<file path="src/verilog/rcc_regs.vh">
// Register map, field layout and timing constants of the ROM command block
`ifndef RCC_REGS_VH
`define RCC_REGS_VH

// Register byte offsets
`define RCC_CMD_OFFSET      8'h40
`define RCC_DATA_OFFSET     8'h44

// Command/control register fields
`define RCC_BUSY_BIT        31
`define RCC_CODE_HI         30
`define RCC_CODE_LO         28
`define RCC_TIMEOUT_BIT     10
`define RCC_LOADED_BIT      9
`define RCC_PTR_HI          8
`define RCC_PTR_LO          0
`define RCC_DATA_HI         7

// Reset values
`define RCC_CODE_RESET      3'h0
`define RCC_PTR_RESET       9'h000
`define RCC_DATA_RESET      8'h00

// Command codes
`define RCC_CMD_READ        3'h0
`define RCC_CMD_LOCK        3'h1
`define RCC_CMD_UNLOCK      3'h2
`define RCC_CMD_WRITE       3'h3
`define RCC_CMD_FILL_ALL    3'h4
`define RCC_CMD_ERASE       3'h5
`define RCC_CMD_WIPE_ALL    3'h6
`define RCC_CMD_RELOAD      3'h7

// Serial opcodes and extended sub-opcodes
`define RCC_OP_EXT          2'h0
`define RCC_OP_WRITE        2'h1
`define RCC_OP_READ         2'h2
`define RCC_OP_ERASE        2'h3
`define RCC_SUB_LOCK        2'h0
`define RCC_SUB_FILL        2'h1
`define RCC_SUB_WIPE        2'h2
`define RCC_SUB_UNLOCK      2'h3
`define RCC_FRAME_LONG      5'h14
`define RCC_FRAME_SHORT     5'h0c

// Reload signature expected at ROM byte 0
`define RCC_SIGNATURE       8'ha5

// Timing
`define RCC_CLK_KHZ         250000
`define RCC_TIMEOUT_MS      30
`define RCC_SK_HALF         6
`define RCC_CS_GAP          4'h4
`define RCC_SETTLE          4'h4

`endif

</file>
<file path="src/verilog/rcc_sync.v">
// Two-stage synchroniser for levels entering the core clock domain
`timescale 1ns/1ps
module rcc_sync (
    input  wire i_core_clk,
    input  wire i_reset_n,
    input  wire i_async,
    output reg  o_sync
);
    reg stage1;

    always @(posedge i_core_clk) begin
        if (!i_reset_n) begin
            stage1 <= 1'b0;
            o_sync <= 1'b0;
        end else begin
            stage1 <= i_async;
            o_sync <= stage1;
        end
    end
endmodule // rcc_sync

</file>
<file path="src/verilog/rcc_shift.v">
// Three-wire serial shifter: drives select, clock and data out, samples data in
`timescale 1ns/1ps
module rcc_shift #(
    parameter HALF = 6,
    parameter NB   = 20
) (
    input  wire          i_core_clk,
    input  wire          i_reset_n,
    input  wire          i_start,
    input  wire [4:0]    i_nbits,
    input  wire [NB-1:0] i_frame,
    input  wire          i_poll,
    input  wire          i_rx_bit,
    output reg           o_cs,
    output reg           o_sk,
    output reg           o_do,
    output reg           o_done,
    output reg  [7:0]    o_rx
);
    localparam integer DIV_M1   = HALF - 1;
    localparam [7:0]   DIV_LAST = DIV_M1[7:0];

    reg          busy;
    reg [NB-1:0] shreg;
    reg [4:0]    cnt;
    reg [7:0]    div;

    ////////////////////////////////////////////////////////////////////////
    always @(posedge i_core_clk) begin
        if (!i_reset_n) begin
            busy   <= 1'b0;
            shreg  <= {NB{1'b0}};
            cnt    <= 5'h00;
            div    <= 8'h00;
            o_cs   <= 1'b0;
            o_sk   <= 1'b0;
            o_do   <= 1'b0;
            o_done <= 1'b0;
            o_rx   <= 8'h00;
        end else begin
            o_done <= 1'b0;
            if (!busy) begin
                // Select held high while idle only for ready polling
                o_cs <= i_poll;
                o_sk <= 1'b0;
                o_do <= 1'b0;
                div  <= 8'h00;
                if (i_start) begin
                    busy  <= 1'b1;
                    o_cs  <= 1'b1;
                    o_do  <= i_frame[NB-1];
                    shreg <= {i_frame[NB-2:0], 1'b0};
                    cnt   <= i_nbits;
                end
            end else if (div != DIV_LAST) begin
                div <= div + 8'h01;
            end else begin
                div <= 8'h00;
                if (!o_sk) begin
                    o_sk <= 1'b1;
                end else begin
                    o_sk <= 1'b0;
                    // Sampled on the falling edge: the part drives on rise
                    o_rx <= {o_rx[6:0], i_rx_bit};
                    if (cnt == 5'h01) begin
                        busy   <= 1'b0;
                        o_cs   <= 1'b0;
                        o_do   <= 1'b0;
                        o_done <= 1'b1;
                    end else begin
                        cnt   <= cnt - 5'h01;
                        o_do  <= shreg[NB-1];
                        shreg <= {shreg[NB-2:0], 1'b0};
                    end
                end
            end
        end
    end
endmodule // rcc_shift

</file>
<file path="src/verilog/rcc_ctrl.v">
// Serial ROM command controller: register slave and command sequencer
`timescale 1ns/1ps
`include "rcc_regs.vh"
module rcc_ctrl #(
    parameter integer TIMEOUT_CYCLES = `RCC_TIMEOUT_MS * `RCC_CLK_KHZ,
    parameter integer SK_HALF        = `RCC_SK_HALF
) (
    input  wire        i_core_clk,
    input  wire        i_reset_n,
    input  wire [7:0]  i_addr,
    input  wire [31:0] i_wr_data,
    input  wire        i_wr_en,
    input  wire        i_rd_en,
    output reg  [31:0] o_rd_data,
    output wire        o_rom_cs,
    output wire        o_rom_sk,
    output wire        o_rom_do,
    input  wire        i_rom_serial_in,
    output reg         o_op_in_progress,
    output reg         o_contents_loaded
);
    localparam NB = 20;
    localparam integer TMO_M1   = TIMEOUT_CYCLES - 1;
    localparam [22:0]  TMO_LAST = TMO_M1[22:0];

    localparam [2:0] ST_IDLE = 3'h0;
    localparam [2:0] ST_SEND = 3'h1;
    localparam [2:0] ST_GAP  = 3'h2;
    localparam [2:0] ST_POLL = 3'h3;
    localparam [2:0] ST_TAIL = 3'h4;

    // Programming commands are the only ones that wait for ready
    function is_prog;
        input [2:0] code;
        begin
            is_prog = (code == `RCC_CMD_WRITE) ||
                      (code == `RCC_CMD_FILL_ALL) ||
                      (code == `RCC_CMD_ERASE) ||
                      (code == `RCC_CMD_WIPE_ALL);
        end
    endfunction

    // Left-aligned frame: start bit, opcode, address, data
    function [NB-1:0] frame_of;
        input [2:0] code;
        input [8:0] ptr;
        input [7:0] data;
        begin
            case (code)
                `RCC_CMD_READ:     frame_of = {1'b1, `RCC_OP_READ, ptr, 8'h00};
                `RCC_CMD_LOCK:     frame_of = {1'b1, `RCC_OP_EXT,
                                               `RCC_SUB_LOCK, 15'h0000};
                `RCC_CMD_UNLOCK:   frame_of = {1'b1, `RCC_OP_EXT,
                                               `RCC_SUB_UNLOCK, 15'h0000};
                `RCC_CMD_WRITE:    frame_of = {1'b1, `RCC_OP_WRITE, ptr, data};
                `RCC_CMD_FILL_ALL: frame_of = {1'b1, `RCC_OP_EXT,
                                               `RCC_SUB_FILL, 7'h00, data};
                `RCC_CMD_ERASE:    frame_of = {1'b1, `RCC_OP_ERASE, ptr,
                                               8'h00};
                `RCC_CMD_WIPE_ALL: frame_of = {1'b1, `RCC_OP_EXT,
                                               `RCC_SUB_WIPE, 15'h0000};
                default:           frame_of = {1'b1, `RCC_OP_READ, 17'h00000};
            endcase
        end
    endfunction

    function [4:0] len_of;
        input [2:0] code;
        begin
            case (code)
                `RCC_CMD_READ,
                `RCC_CMD_WRITE,
                `RCC_CMD_FILL_ALL,
                `RCC_CMD_RELOAD:   len_of = `RCC_FRAME_LONG;
                default:           len_of = `RCC_FRAME_SHORT;
            endcase
        end
    endfunction

    reg  [2:0]    command_code;
    reg  [8:0]    rom_byte_pointer;
    reg  [7:0]    rom_data_byte;
    reg           op_in_progress;
    reg           no_response_timeout;
    reg           contents_loaded;
    reg           boot_pending;
    reg  [2:0]    run_code;
    reg  [2:0]    state;
    reg  [3:0]    gap_cnt;
    reg  [22:0]   tmr;
    reg           eng_start;
    reg  [NB-1:0] eng_frame;
    reg  [4:0]    eng_nbits;
    reg           poll;
    wire          eng_done;
    wire [7:0]    eng_rx;
    wire          serial_in_sync;

    wire cmd_wr  = i_wr_en && (i_addr == `RCC_CMD_OFFSET);
    wire data_wr = i_wr_en && (i_addr == `RCC_DATA_OFFSET);
    wire host_go = cmd_wr && i_wr_data[`RCC_BUSY_BIT] && !op_in_progress;
    wire [2:0] wr_code = i_wr_data[`RCC_CODE_HI:`RCC_CODE_LO];
    wire [8:0] wr_ptr  = i_wr_data[`RCC_PTR_HI:`RCC_PTR_LO];
    wire       loaded_clr = cmd_wr && i_wr_data[`RCC_LOADED_BIT];
    wire       tmo_clr    = cmd_wr && i_wr_data[`RCC_TIMEOUT_BIT];

    ////////////////////////////////////////////////////////////////////////
    rcc_sync u_sync (
        .i_core_clk (i_core_clk),
        .i_reset_n  (i_reset_n),
        .i_async    (i_rom_serial_in),
        .o_sync     (serial_in_sync)
    );

    rcc_shift #(
        .HALF (SK_HALF),
        .NB   (NB)
    ) u_shift (
        .i_core_clk (i_core_clk),
        .i_reset_n  (i_reset_n),
        .i_start    (eng_start),
        .i_nbits    (eng_nbits),
        .i_frame    (eng_frame),
        .i_poll     (poll),
        .i_rx_bit   (serial_in_sync),
        .o_cs       (o_rom_cs),
        .o_sk       (o_rom_sk),
        .o_do       (o_rom_do),
        .o_done     (eng_done),
        .o_rx       (eng_rx)
    );

    ////////////////////////////////////////////////////////////////////////
    // Host-visible registers; code, pointer and data writes are dropped while busy so a
    // running frame never sees its operands change
    always @(posedge i_core_clk) begin
        if (!i_reset_n) begin
            command_code     <= `RCC_CODE_RESET;
            rom_byte_pointer <= `RCC_PTR_RESET;
        end else if (cmd_wr && !op_in_progress) begin
            command_code     <= wr_code;
            rom_byte_pointer <= wr_ptr;
        end
    end

    ////////////////////////////////////////////////////////////////////////
    // Command sequencer
    always @(posedge i_core_clk) begin
        if (!i_reset_n) begin
            state               <= ST_IDLE;
            op_in_progress      <= 1'b0;
            no_response_timeout <= 1'b0;
            contents_loaded     <= 1'b0;
            boot_pending        <= 1'b1;
            run_code            <= `RCC_CMD_READ;
            rom_data_byte       <= `RCC_DATA_RESET;
            gap_cnt             <= 4'h0;
            tmr                 <= 23'h000000;
            eng_start           <= 1'b0;
            eng_frame           <= {NB{1'b0}};
            eng_nbits           <= 5'h00;
            poll                <= 1'b0;
        end else begin
            eng_start <= 1'b0;
            if (data_wr && !op_in_progress) begin
                rom_data_byte <= i_wr_data[`RCC_DATA_HI:0];
            end
            if (tmo_clr) begin
                no_response_timeout <= 1'b0;
            end
            if (loaded_clr) begin
                contents_loaded <= 1'b0;
            end
            case (state)
                ST_IDLE: begin
                    if (boot_pending) begin
                        // Power-up load runs as a reload from byte zero
                        boot_pending   <= 1'b0;
                        op_in_progress <= 1'b1;
                        run_code       <= `RCC_CMD_RELOAD;
                        eng_frame      <= frame_of(`RCC_CMD_RELOAD,
                                                   9'h000, 8'h00);
                        eng_nbits      <= len_of(`RCC_CMD_RELOAD);
                        eng_start      <= 1'b1;
                        state          <= ST_SEND;
                    end else if (host_go) begin
                        op_in_progress      <= 1'b1;
                        no_response_timeout <= 1'b0;
                        run_code            <= wr_code;
                        eng_frame <= frame_of(wr_code, wr_ptr,
                                              rom_data_byte);
                        eng_nbits <= len_of(wr_code);
                        eng_start <= 1'b1;
                        state     <= ST_SEND;
                    end
                end
                ST_SEND: begin
                    if (eng_done) begin
                        if (is_prog(run_code)) begin
                            // Lock state lives in the part; it simply
                            // ignores these frames while locked
                            gap_cnt <= 4'h0;
                            state   <= ST_GAP;
                        end else begin
                            if (run_code == `RCC_CMD_READ) begin
                                rom_data_byte <= eng_rx;
                            end
                            if (run_code == `RCC_CMD_RELOAD &&
                                eng_rx == `RCC_SIGNATURE) begin
                                contents_loaded <= 1'b1;
                            end
                            // Failed reload touches nothing else
                            gap_cnt <= 4'h0;
                            state   <= ST_TAIL;
                        end
                    end
                end
                ST_GAP: begin
                    // Select must stay low a while before ready polling
                    if (gap_cnt == `RCC_CS_GAP) begin
                        gap_cnt <= 4'h0;
                        tmr     <= 23'h000000;
                        poll    <= 1'b1;
                        state   <= ST_POLL;
                    end else begin
                        gap_cnt <= gap_cnt + 4'h1;
                    end
                end
                ST_POLL: begin
                    if (gap_cnt != `RCC_SETTLE) begin
                        // Let select reach the part and its answer cross
                        // the synchroniser before trusting the level
                        gap_cnt <= gap_cnt + 4'h1;
                    end else if (serial_in_sync) begin
                        poll    <= 1'b0;
                        gap_cnt <= 4'h0;
                        state   <= ST_TAIL;
                    end
                    if (tmr == TMO_LAST) begin
                        poll                <= 1'b0;
                        no_response_timeout <= 1'b1;
                        gap_cnt             <= 4'h0;
                        state               <= ST_TAIL;
                    end else begin
                        tmr <= tmr + 23'h000001;
                    end
                end
                ST_TAIL: begin
                    // Busy outlasts the frame so that even a host writing
                    // at once cannot cut the select rest short
                    if (gap_cnt == `RCC_CS_GAP) begin
                        gap_cnt        <= 4'h0;
                        op_in_progress <= 1'b0;
                        state          <= ST_IDLE;
                    end else begin
                        gap_cnt <= gap_cnt + 4'h1;
                    end
                end
                default: begin
                    poll  <= 1'b0;
                    state <= ST_IDLE;
                end
            endcase
        end
    end

    ////////////////////////////////////////////////////////////////////////
    // Read port: data valid only in the cycle after the strobe
    always @(posedge i_core_clk) begin
        if (!i_reset_n) begin
            o_rd_data         <= 32'h00000000;
            o_op_in_progress  <= 1'b0;
            o_contents_loaded <= 1'b0;
        end else begin
            o_op_in_progress  <= op_in_progress;
            o_contents_loaded <= contents_loaded;
            o_rd_data         <= 32'h00000000;
            if (i_rd_en && i_addr == `RCC_CMD_OFFSET) begin
                o_rd_data[`RCC_BUSY_BIT]            <= op_in_progress;
                o_rd_data[`RCC_CODE_HI:`RCC_CODE_LO] <= command_code;
                o_rd_data[`RCC_TIMEOUT_BIT]         <= no_response_timeout;
                o_rd_data[`RCC_LOADED_BIT]          <= contents_loaded;
                o_rd_data[`RCC_PTR_HI:`RCC_PTR_LO]  <= rom_byte_pointer;
            end else if (i_rd_en && i_addr == `RCC_DATA_OFFSET) begin
                o_rd_data[`RCC_DATA_HI:0] <= rom_data_byte;
            end
        end
    end
endmodule // rcc_ctrl

</file>
<file path="config.mk">
export PLATFORM = sky130hd
export DESIGN_NAME = rcc_ctrl
export DESIGN_NICKNAME = d
export VERILOG_FILES = /design/src/verilog/rcc_sync.v /design/src/verilog/rcc_shift.v /design/src/verilog/rcc_ctrl.v
export VERILOG_INCLUDE_DIRS = /design/src /design/src/verilog
export SDC_FILE = /design/constraint.sdc
export NUM_CORES = 1
export LEC_CHECK = 0
export ABC_AREA = 1
export BUFFER_PORTS_ARGS = -buffer_cell sky130_fd_sc_hd__buf_2
export CAP_MARGIN = 10
export CORE_UTILIZATION = 28
export CTS_BUF_LIST = sky130_fd_sc_hd__clkbuf_8
export CTS_CLUSTER_SIZE = 40
export DETAILED_ROUTE_END_ITERATION = 8
export PLACE_DENSITY_LB_ADDON = 0.08
export SLEW_MARGIN = 20
export SYNTH_ARGS = -nofsm -noshare
export SYNTH_HDL_FRONTEND = slang
export SYNTH_SLANG_ARGS = --single-unit
export TNS_END_PERCENT = 20
</file>
<file path="constraint.sdc">
create_clock -name i_core_clk -period 5.25 [get_ports i_core_clk]
set_clock_uncertainty 0.1 [all_clocks]
set_input_delay 0.7875 -clock i_core_clk [delete_from_list [all_inputs] [get_ports i_core_clk]]
set_output_delay 0.7875 -clock i_core_clk [all_outputs]
set_load 0.005 [all_outputs]
</file>
=== Yosys cells after proc, flatten, opt, wreduce, memory -nomap -nowiden ===
Cells that the tools add are included.

* Register bits after elaboration: 166
* Word-level logic and storage cells: 199

* Add/subtract/negate cells: 4
* Equality and inequality tests: 36
* Muxes and demuxes: 82
* Bitwise operators: 5
* Reduce and logical (&&, ||, !) cells: 41

{| class="wikitable"
|+ Operator list
! operator !! count
|-
| $mux 20 || 7
|-
| $pmux 19 s7 || 1
|-
| $mux 8 || 7
|-
| $mux 23 || 2
|-
| $pmux 23 s2 || 1
|-
| $mux 5 || 8
|-
| $mux 1 || 35
|-
| $mux 3 || 11
|-
| $eq 3x3->1 const B || 9
|-
| $add 23x1->23 const B || 1
|-
| $eq 23x23->1 const B || 1
|-
| $mux 4 || 5
|-
| $reduce_and 3->1 || 6
|-
| $eq 8x7->1 const B || 2
|-
| $eq 3x2->1 const B || 5
|-
| $pmux 3 s5 || 1
|-
| $ne 2x2->1 const B || 6
|-
| $pmux 4 s3 || 1
|-
| $logic_and 1x1->1 || 11
|-
| $reduce_and 2->1 || 5
|-
| $logic_not 3->1 || 3
|-
| $add 8x1->8 const B || 1
|-
| $eq 8x8->1 const B || 1
|-
| $ne 4x3->1 const B || 2
|-
| other kinds (21) || 36
|}

=== Depth between registers and ports, before layout ===
* Depth in word-level cells: 8
* Mapped depth: 12

=== Modules after synthesis ===
A second synthesis with hierarchy kept.

* Cells, all modules: 1021
* Area total of the unflattened synthesis: 7183.1 um^2

{| class="wikitable"
|+ Modules (own cells, without submodules)
! module !! instances !! cells each !! area an instance (um^2)
|-
| rcc_ctrl || 1 || 712 || 4893.4
|-
| rcc_shift || 1 || 303 || 2234.6
|-
| rcc_sync || 1 || 6 || 55.1
|}

=== Worst setup path after synthesis ===
OpenSTA, ideal clock, no wires.

* Path type: input-to-reg
* Start: input port i_wr_data[28]
* End: register eng_frame[16]
* Setup time: 0.069 ns
* Arrival time: 1.869 ns
* Slack: 3.212 ns
* Cell stages on the path: 8
* Path buffers: 0
* Cell sequence: inv_1 -> ha_1 -> inv_1 -> o21ai_0 -> nor2_1 -> nor2_1 -> a21oi_1 -> o21ai_1

* Cells in the longest elaborated chain, start to end: 4
* Elaborated cells on any way between the ends: 10
* Classes of those cells: eq/ne (6); mux (3); reduce/logical (1)

{| class="wikitable"
|+ Ends and longest elaborated chain
! element !! RTL line !! RTL
|-
| start: declaration || rcc_ctrl.v:11 || <nowiki>input wire [31:0] i_wr_data,</nowiki>
|-
| $eq 3x3->1, or another cell as far along || rcc_ctrl.v:49 || <nowiki>case (code)</nowiki>
|-
| $pmux 19 s7 * || rcc_ctrl.v:49 ||
|-
| $mux 20 * || rcc_ctrl.v:186 || <nowiki>end else if (host_go) begin</nowiki>
|-
| $mux 20 * || rcc_ctrl.v:176 || <nowiki>if (boot_pending) begin</nowiki>
|-
| end signal: assignment || rcc_ctrl.v:160 || <nowiki>eng_frame <= {NB{1'b0}};</nowiki>
|-
| end signal: assignment || rcc_ctrl.v:181 || <nowiki>eng_frame <= frame_of(`RCC_CMD_RELOAD,</nowiki>
|-
| end signal: assignment || rcc_ctrl.v:190 || <nowiki>eng_frame <= frame_of(wr_code, wr_ptr,</nowiki>
|-
| end: declaration || rcc_ctrl.v:92 || <nowiki>reg [NB-1:0] eng_frame;</nowiki>
|}

Every way passes the cells marked *; elsewhere a longest branch is shown, timed or not. The select of a mux whose other input is x is not followed.
A chain may end at the register's enable or synchronous reset.

=== Final worst setup path ===
* Start: register u_shift.busy
* End: register u_shift.cnt[2]

* Cells in the longest elaborated chain, start to end: 2
* Elaborated cells on any way between the ends: 6
* Classes of those cells: eq/ne (3); mux (1); reduce/logical (2)

{| class="wikitable"
|+ Ends and longest elaborated chain
! element !! RTL line !! RTL
|-
| start: declaration || rcc_shift.v:23 || <nowiki>reg busy;</nowiki>
|-
| start signal: assignment || rcc_shift.v:31 || <nowiki>busy <= 1'b0;</nowiki>
|-
| start signal: assignment || rcc_shift.v:49 || <nowiki>busy <= 1'b1;</nowiki>
|-
| start signal: assignment || rcc_shift.v:66 || <nowiki>busy <= 1'b0;</nowiki>
|-
| $ne 2x1->1 (no source line), or another cell as far along || - ||
|-
| $reduce_and 4->1 (no source line) || - ||
|-
| end signal: assignment || rcc_shift.v:53 || <nowiki>cnt <= i_nbits;</nowiki>
|-
| end signal: assignment || rcc_shift.v:71 || <nowiki>cnt <= cnt - 5'h01;</nowiki>
|-
| end: declaration || rcc_shift.v:25 || <nowiki>reg [4:0] cnt;</nowiki>
|}

Parallel ways exist; a longest one is shown, timed or not.

==> flow_metrics.env <==
export IMPL_outcome="finished clean"
export IMPL_grt_ovfl_total=0
export IMPL_clk_path_buf_depth=2
export IMPL_intPower_mw=1.78
export IMPL_crit_type="reg2reg"
export IMPL_power_total_mw=2.81
export IMPL_grt_pass1_wl_um=30600
export IMPL_worst_pin_slew_ns=0.773
export IMPL_antenna_cells=0
export IMPL_max_slew_margin_rel_pct=48.5
export IMPL_p_seq_share_pct=45.6
export IMPL_fin_crit_ns=2.55
export IMPL_synth_compound_area_share_pct=11.3
export IMPL_async_flop_share_pct=0
export IMPL_clock_latency_ns=0.45
export IMPL_layout_cells_most_common="nand2_1"
export IMPL_cp_required_ns=5.50
export IMPL_dpl_hpwl_um=13100
export IMPL_setup_worst_path_start="u_shift.busy"
export IMPL_drv_cap=0
export IMPL_r2r_end="u_shift.cnt[2]"
export IMPL_cts_tree="yes"
export IMPL_post_synth_top_area_cell="dfxtp_1"
export IMPL_dpl_cell_area_um2=7390
export IMPL_synth_top_family_by_area="simple AND/OR/NAND/NOR gates"
export IMPL_path_cells="buf_4, inv_1, nor2_1, nand3_2, nand2_2, inv_1, nor2_1, nor2_1"
export IMPL_synth_main_ff_cell="dfxtp_1"
export IMPL_setup_viol=0
export IMPL_reg2reg_from="u_shift.busy"
export IMPL_r2r_cells=8
export IMPL_nFillCells=2758
export IMPL_finalMaxSlewViolations=0
export IMPL_arrival_ns=2.80
export IMPL_fp_coreArea_um2=24400
export IMPL_hp_class="reg2reg"
export IMPL_wl_per_cell_um=13.7
export IMPL_crit_slowest_cell="nand2_2"
export IMPL_drc=0
export IMPL_multi_input_area_um2=3390
export IMPL_place_inst=1318
export IMPL_drt_total_wl_um=18500
export IMPL_grt_max_degree=50
export IMPL_rsz0062_at_grt="no"
export IMPL_yosys_top_cells_area="dfxtp_1 (42%), nand2_1 (10%), nor2_1 (7.3%), nand3_1 (6.8%), inv_1 (5.9%)"
export IMPL_nets=1069
export IMPL_power_density_nw_per_um2=362
export IMPL_ys_seq_area_share_pct=41.6
export IMPL_gp_congestion=0.789
export IMPL_synth_edff_count=0
export IMPL_drtAntennaViolNets=0
export IMPL_switching_share_pct=36.7
export IMPL_syn_to_final_growth_pct=11.3
export IMPL_port_buffers=47
export IMPL_yosys_area_share_simple_pct=30.3
export IMPL_mostFrequentLayoutCells="nand2_1 (195), dfxtp_1 (145), nor2_1 (136)"
export IMPL_hold_buffers=0
export IMPL_yosys_register_bits=145
export IMPL_fp_dieH_um=160
export IMPL_yosysWarnings=0
export IMPL_setup_tns_ns=0
export IMPL_numCtsBuffers=17
export IMPL_cts_resized=0
export IMPL_peakVddDrop_mv=0.155
export IMPL_clkSlewWorstSetupHoldPaths_ns=0.09
export IMPL_power_clock_fraction_pct=30.7
export IMPL_fp_row_count=57
export IMPL_muxShareOfSynthArea_pct=2.58
export IMPL_avgViaCountPerCell=4.44
export IMPL_rrSetupSlack_ns=2.70
export IMPL_die_area_um2=25600
export IMPL_instances_no_fill=1350
export IMPL_power_switching_mw=1.03
export IMPL_p_leak_nw=3.19
export IMPL_vias=5991
export IMPL_post_cts_buffers=0
export IMPL_grt_pass1_vias=5867
export IMPL_period_share_pct=48.6
export IMPL_yosysUniqueCellTypes=44
export IMPL_max_freq_ghz=0.392
export IMPL_syn_inst=980
export IMPL_syn_avg_cell_area_um2=7.12
export IMPL_synth_xor_area_share_pct=1.51
export IMPL_synth_fa_ha_area_share_pct=1.97
export IMPL_fin_ws_ns=2.70
export IMPL_gr_usage_all_layers_pct=15.1
export IMPL_seq_area_um2=2900
export IMPL_drive_above_1_share_pct=10.9
export IMPL_cp_end_kind="flop"
export IMPL_htreeDepth=4
export IMPL_cp_start_kind="flop"
export IMPL_post_place_ws_ns=2.62
export IMPL_ios=82
export IMPL_clock_sinks=145
export IMPL_cpPeakStageDelay_ns=0.59
export IMPL_clockRootBuffer="clkbuf_8"
export IMPL_drtPass1Iterations=5
export IMPL_hold_violations=0
export IMPL_syn_area_um2=6980
export IMPL_combPwrFrac_pct=23.8
export IMPL_start_util_pct=28.6
export IMPL_antenna_found_initial=0
export IMPL_design_area_um2=7770
export IMPL_die_x_um=160
export IMPL_netlist_area_leader_share_pct=41.6
export IMPL_crit_path_frequent_cell="nor2_1"
export IMPL_worstPathMaxFanout=42
export IMPL_drtIter0Drc=279
export IMPL_crit_end="u_shift.cnt[2]"
==> worst min path at each step <==
stage,start,end,slack [ns],cells past startpoint
after global routing,no_response_timeout,o_rd_data[10],0.35,2
final,no_response_timeout,o_rd_data[10],0.33,2
after global placement,no_response_timeout,o_rd_data[10],0.33,2
after floorplan,u_sync.stage1,u_sync.o_sync,0.29,2
after CTS,no_response_timeout,o_rd_data[10],0.33,2
after detailed placement,no_response_timeout,o_rd_data[10],0.32,2
==> stage by stage <==
step / hold WS, ns / util, %
after CTS: 0.333 / 31.9
after floorplan: 0.290 / -
after detailed placement: 0.319 / 30.3
after global placement: 0.325 / 30.3
final: 0.330 / 31.9
after global routing: 0.349 / 31.9
==> kinds of logic after synthesis <==
family,Yosys count
AND/OR/NAND/NOR,483
multiplexers,18
flip-flops,145
AO/OA/AOI/OAI,143
adder cells (fa/ha/maj),11
buffers and inverters,167
XOR/XNOR,12
other,1
==> cell type report <==
type / count / area share (%)
multi-input cells: 684 / 43.7
flip-flops and latches: 145 / 37.3
inverters: 114 / 5.50
well taps: 324 / 5.21
repair buffers: 51 / 3.41
clock buffers: 19 / 3.36
clock inverters: 13 / 1.51
==> power groups by stage <==
stage / sequential (mW) / combinational (mW) / clock [mW]
2_1_floorplan: 1.29 / 0.555 / 0
3_3_place_gp: 1.31 / 0.679 / 0
3_5_place_dp: 1.31 / 0.680 / 0
4_1_cts: 1.28 / 0.684 / 0.908
5_1_grt: 1.30 / 0.780 / 0.951
6_report: 1.28 / 0.669 / 0.864
==> cell usage after synthesis (9+ instances only) <==
| cell type | number |
|---|---|
| nor2_2 | 9 |
| nor3_1 | 19 |
| buf_4 | 23 |
| nand3_1 | 95 |
| clkbuf_1 | 14 |
| xor2_1 | 9 |
| nand2_1 | 195 |
| inv_1 | 110 |
| dfxtp_1 | 145 |
| nor2_1 | 136 |
| mux2i_1 | 18 |
| o21ai_0 | 51 |
| ha_1 | 11 |
| a21oi_1 | 61 |
==> sequential cells by signal, summed over array words and instances (netlist names), 3 cells and up <==
register,cells
tmr,23
eng_frame,19
u_shift.shreg,19
o_rd_data,15
rom_byte_pointer,9
rom_data_byte,8
u_shift.div,8
u_shift.o_rx,8
u_shift.cnt,5
gap_cnt,4
command_code,3
eng_nbits,3
run_code,3
state,3
==> critical path, delay by kind of cell, from the launching register on <==
family	cells	cell delay, ns
buffers and inverters	3	0.81
DFF	1	0.31
and+or+nand+nor	5	1.20
==> metal layers <==
metal | share of wire [%] | vias up | track usage (%) | wire [µm]
li1 | - | 3198 | - | -
met1 | 47 | 2695 | 18.6 | 8610
met2 | 50 | 85 | 26.7 | 9210
met3 | 2.7 | 13 | 2.96 | 491
met4 | 1.1 | 0 | 4.20 | 201
met5 | 0 | - | 0 | 0
Power figures use the tool's default switching activity.
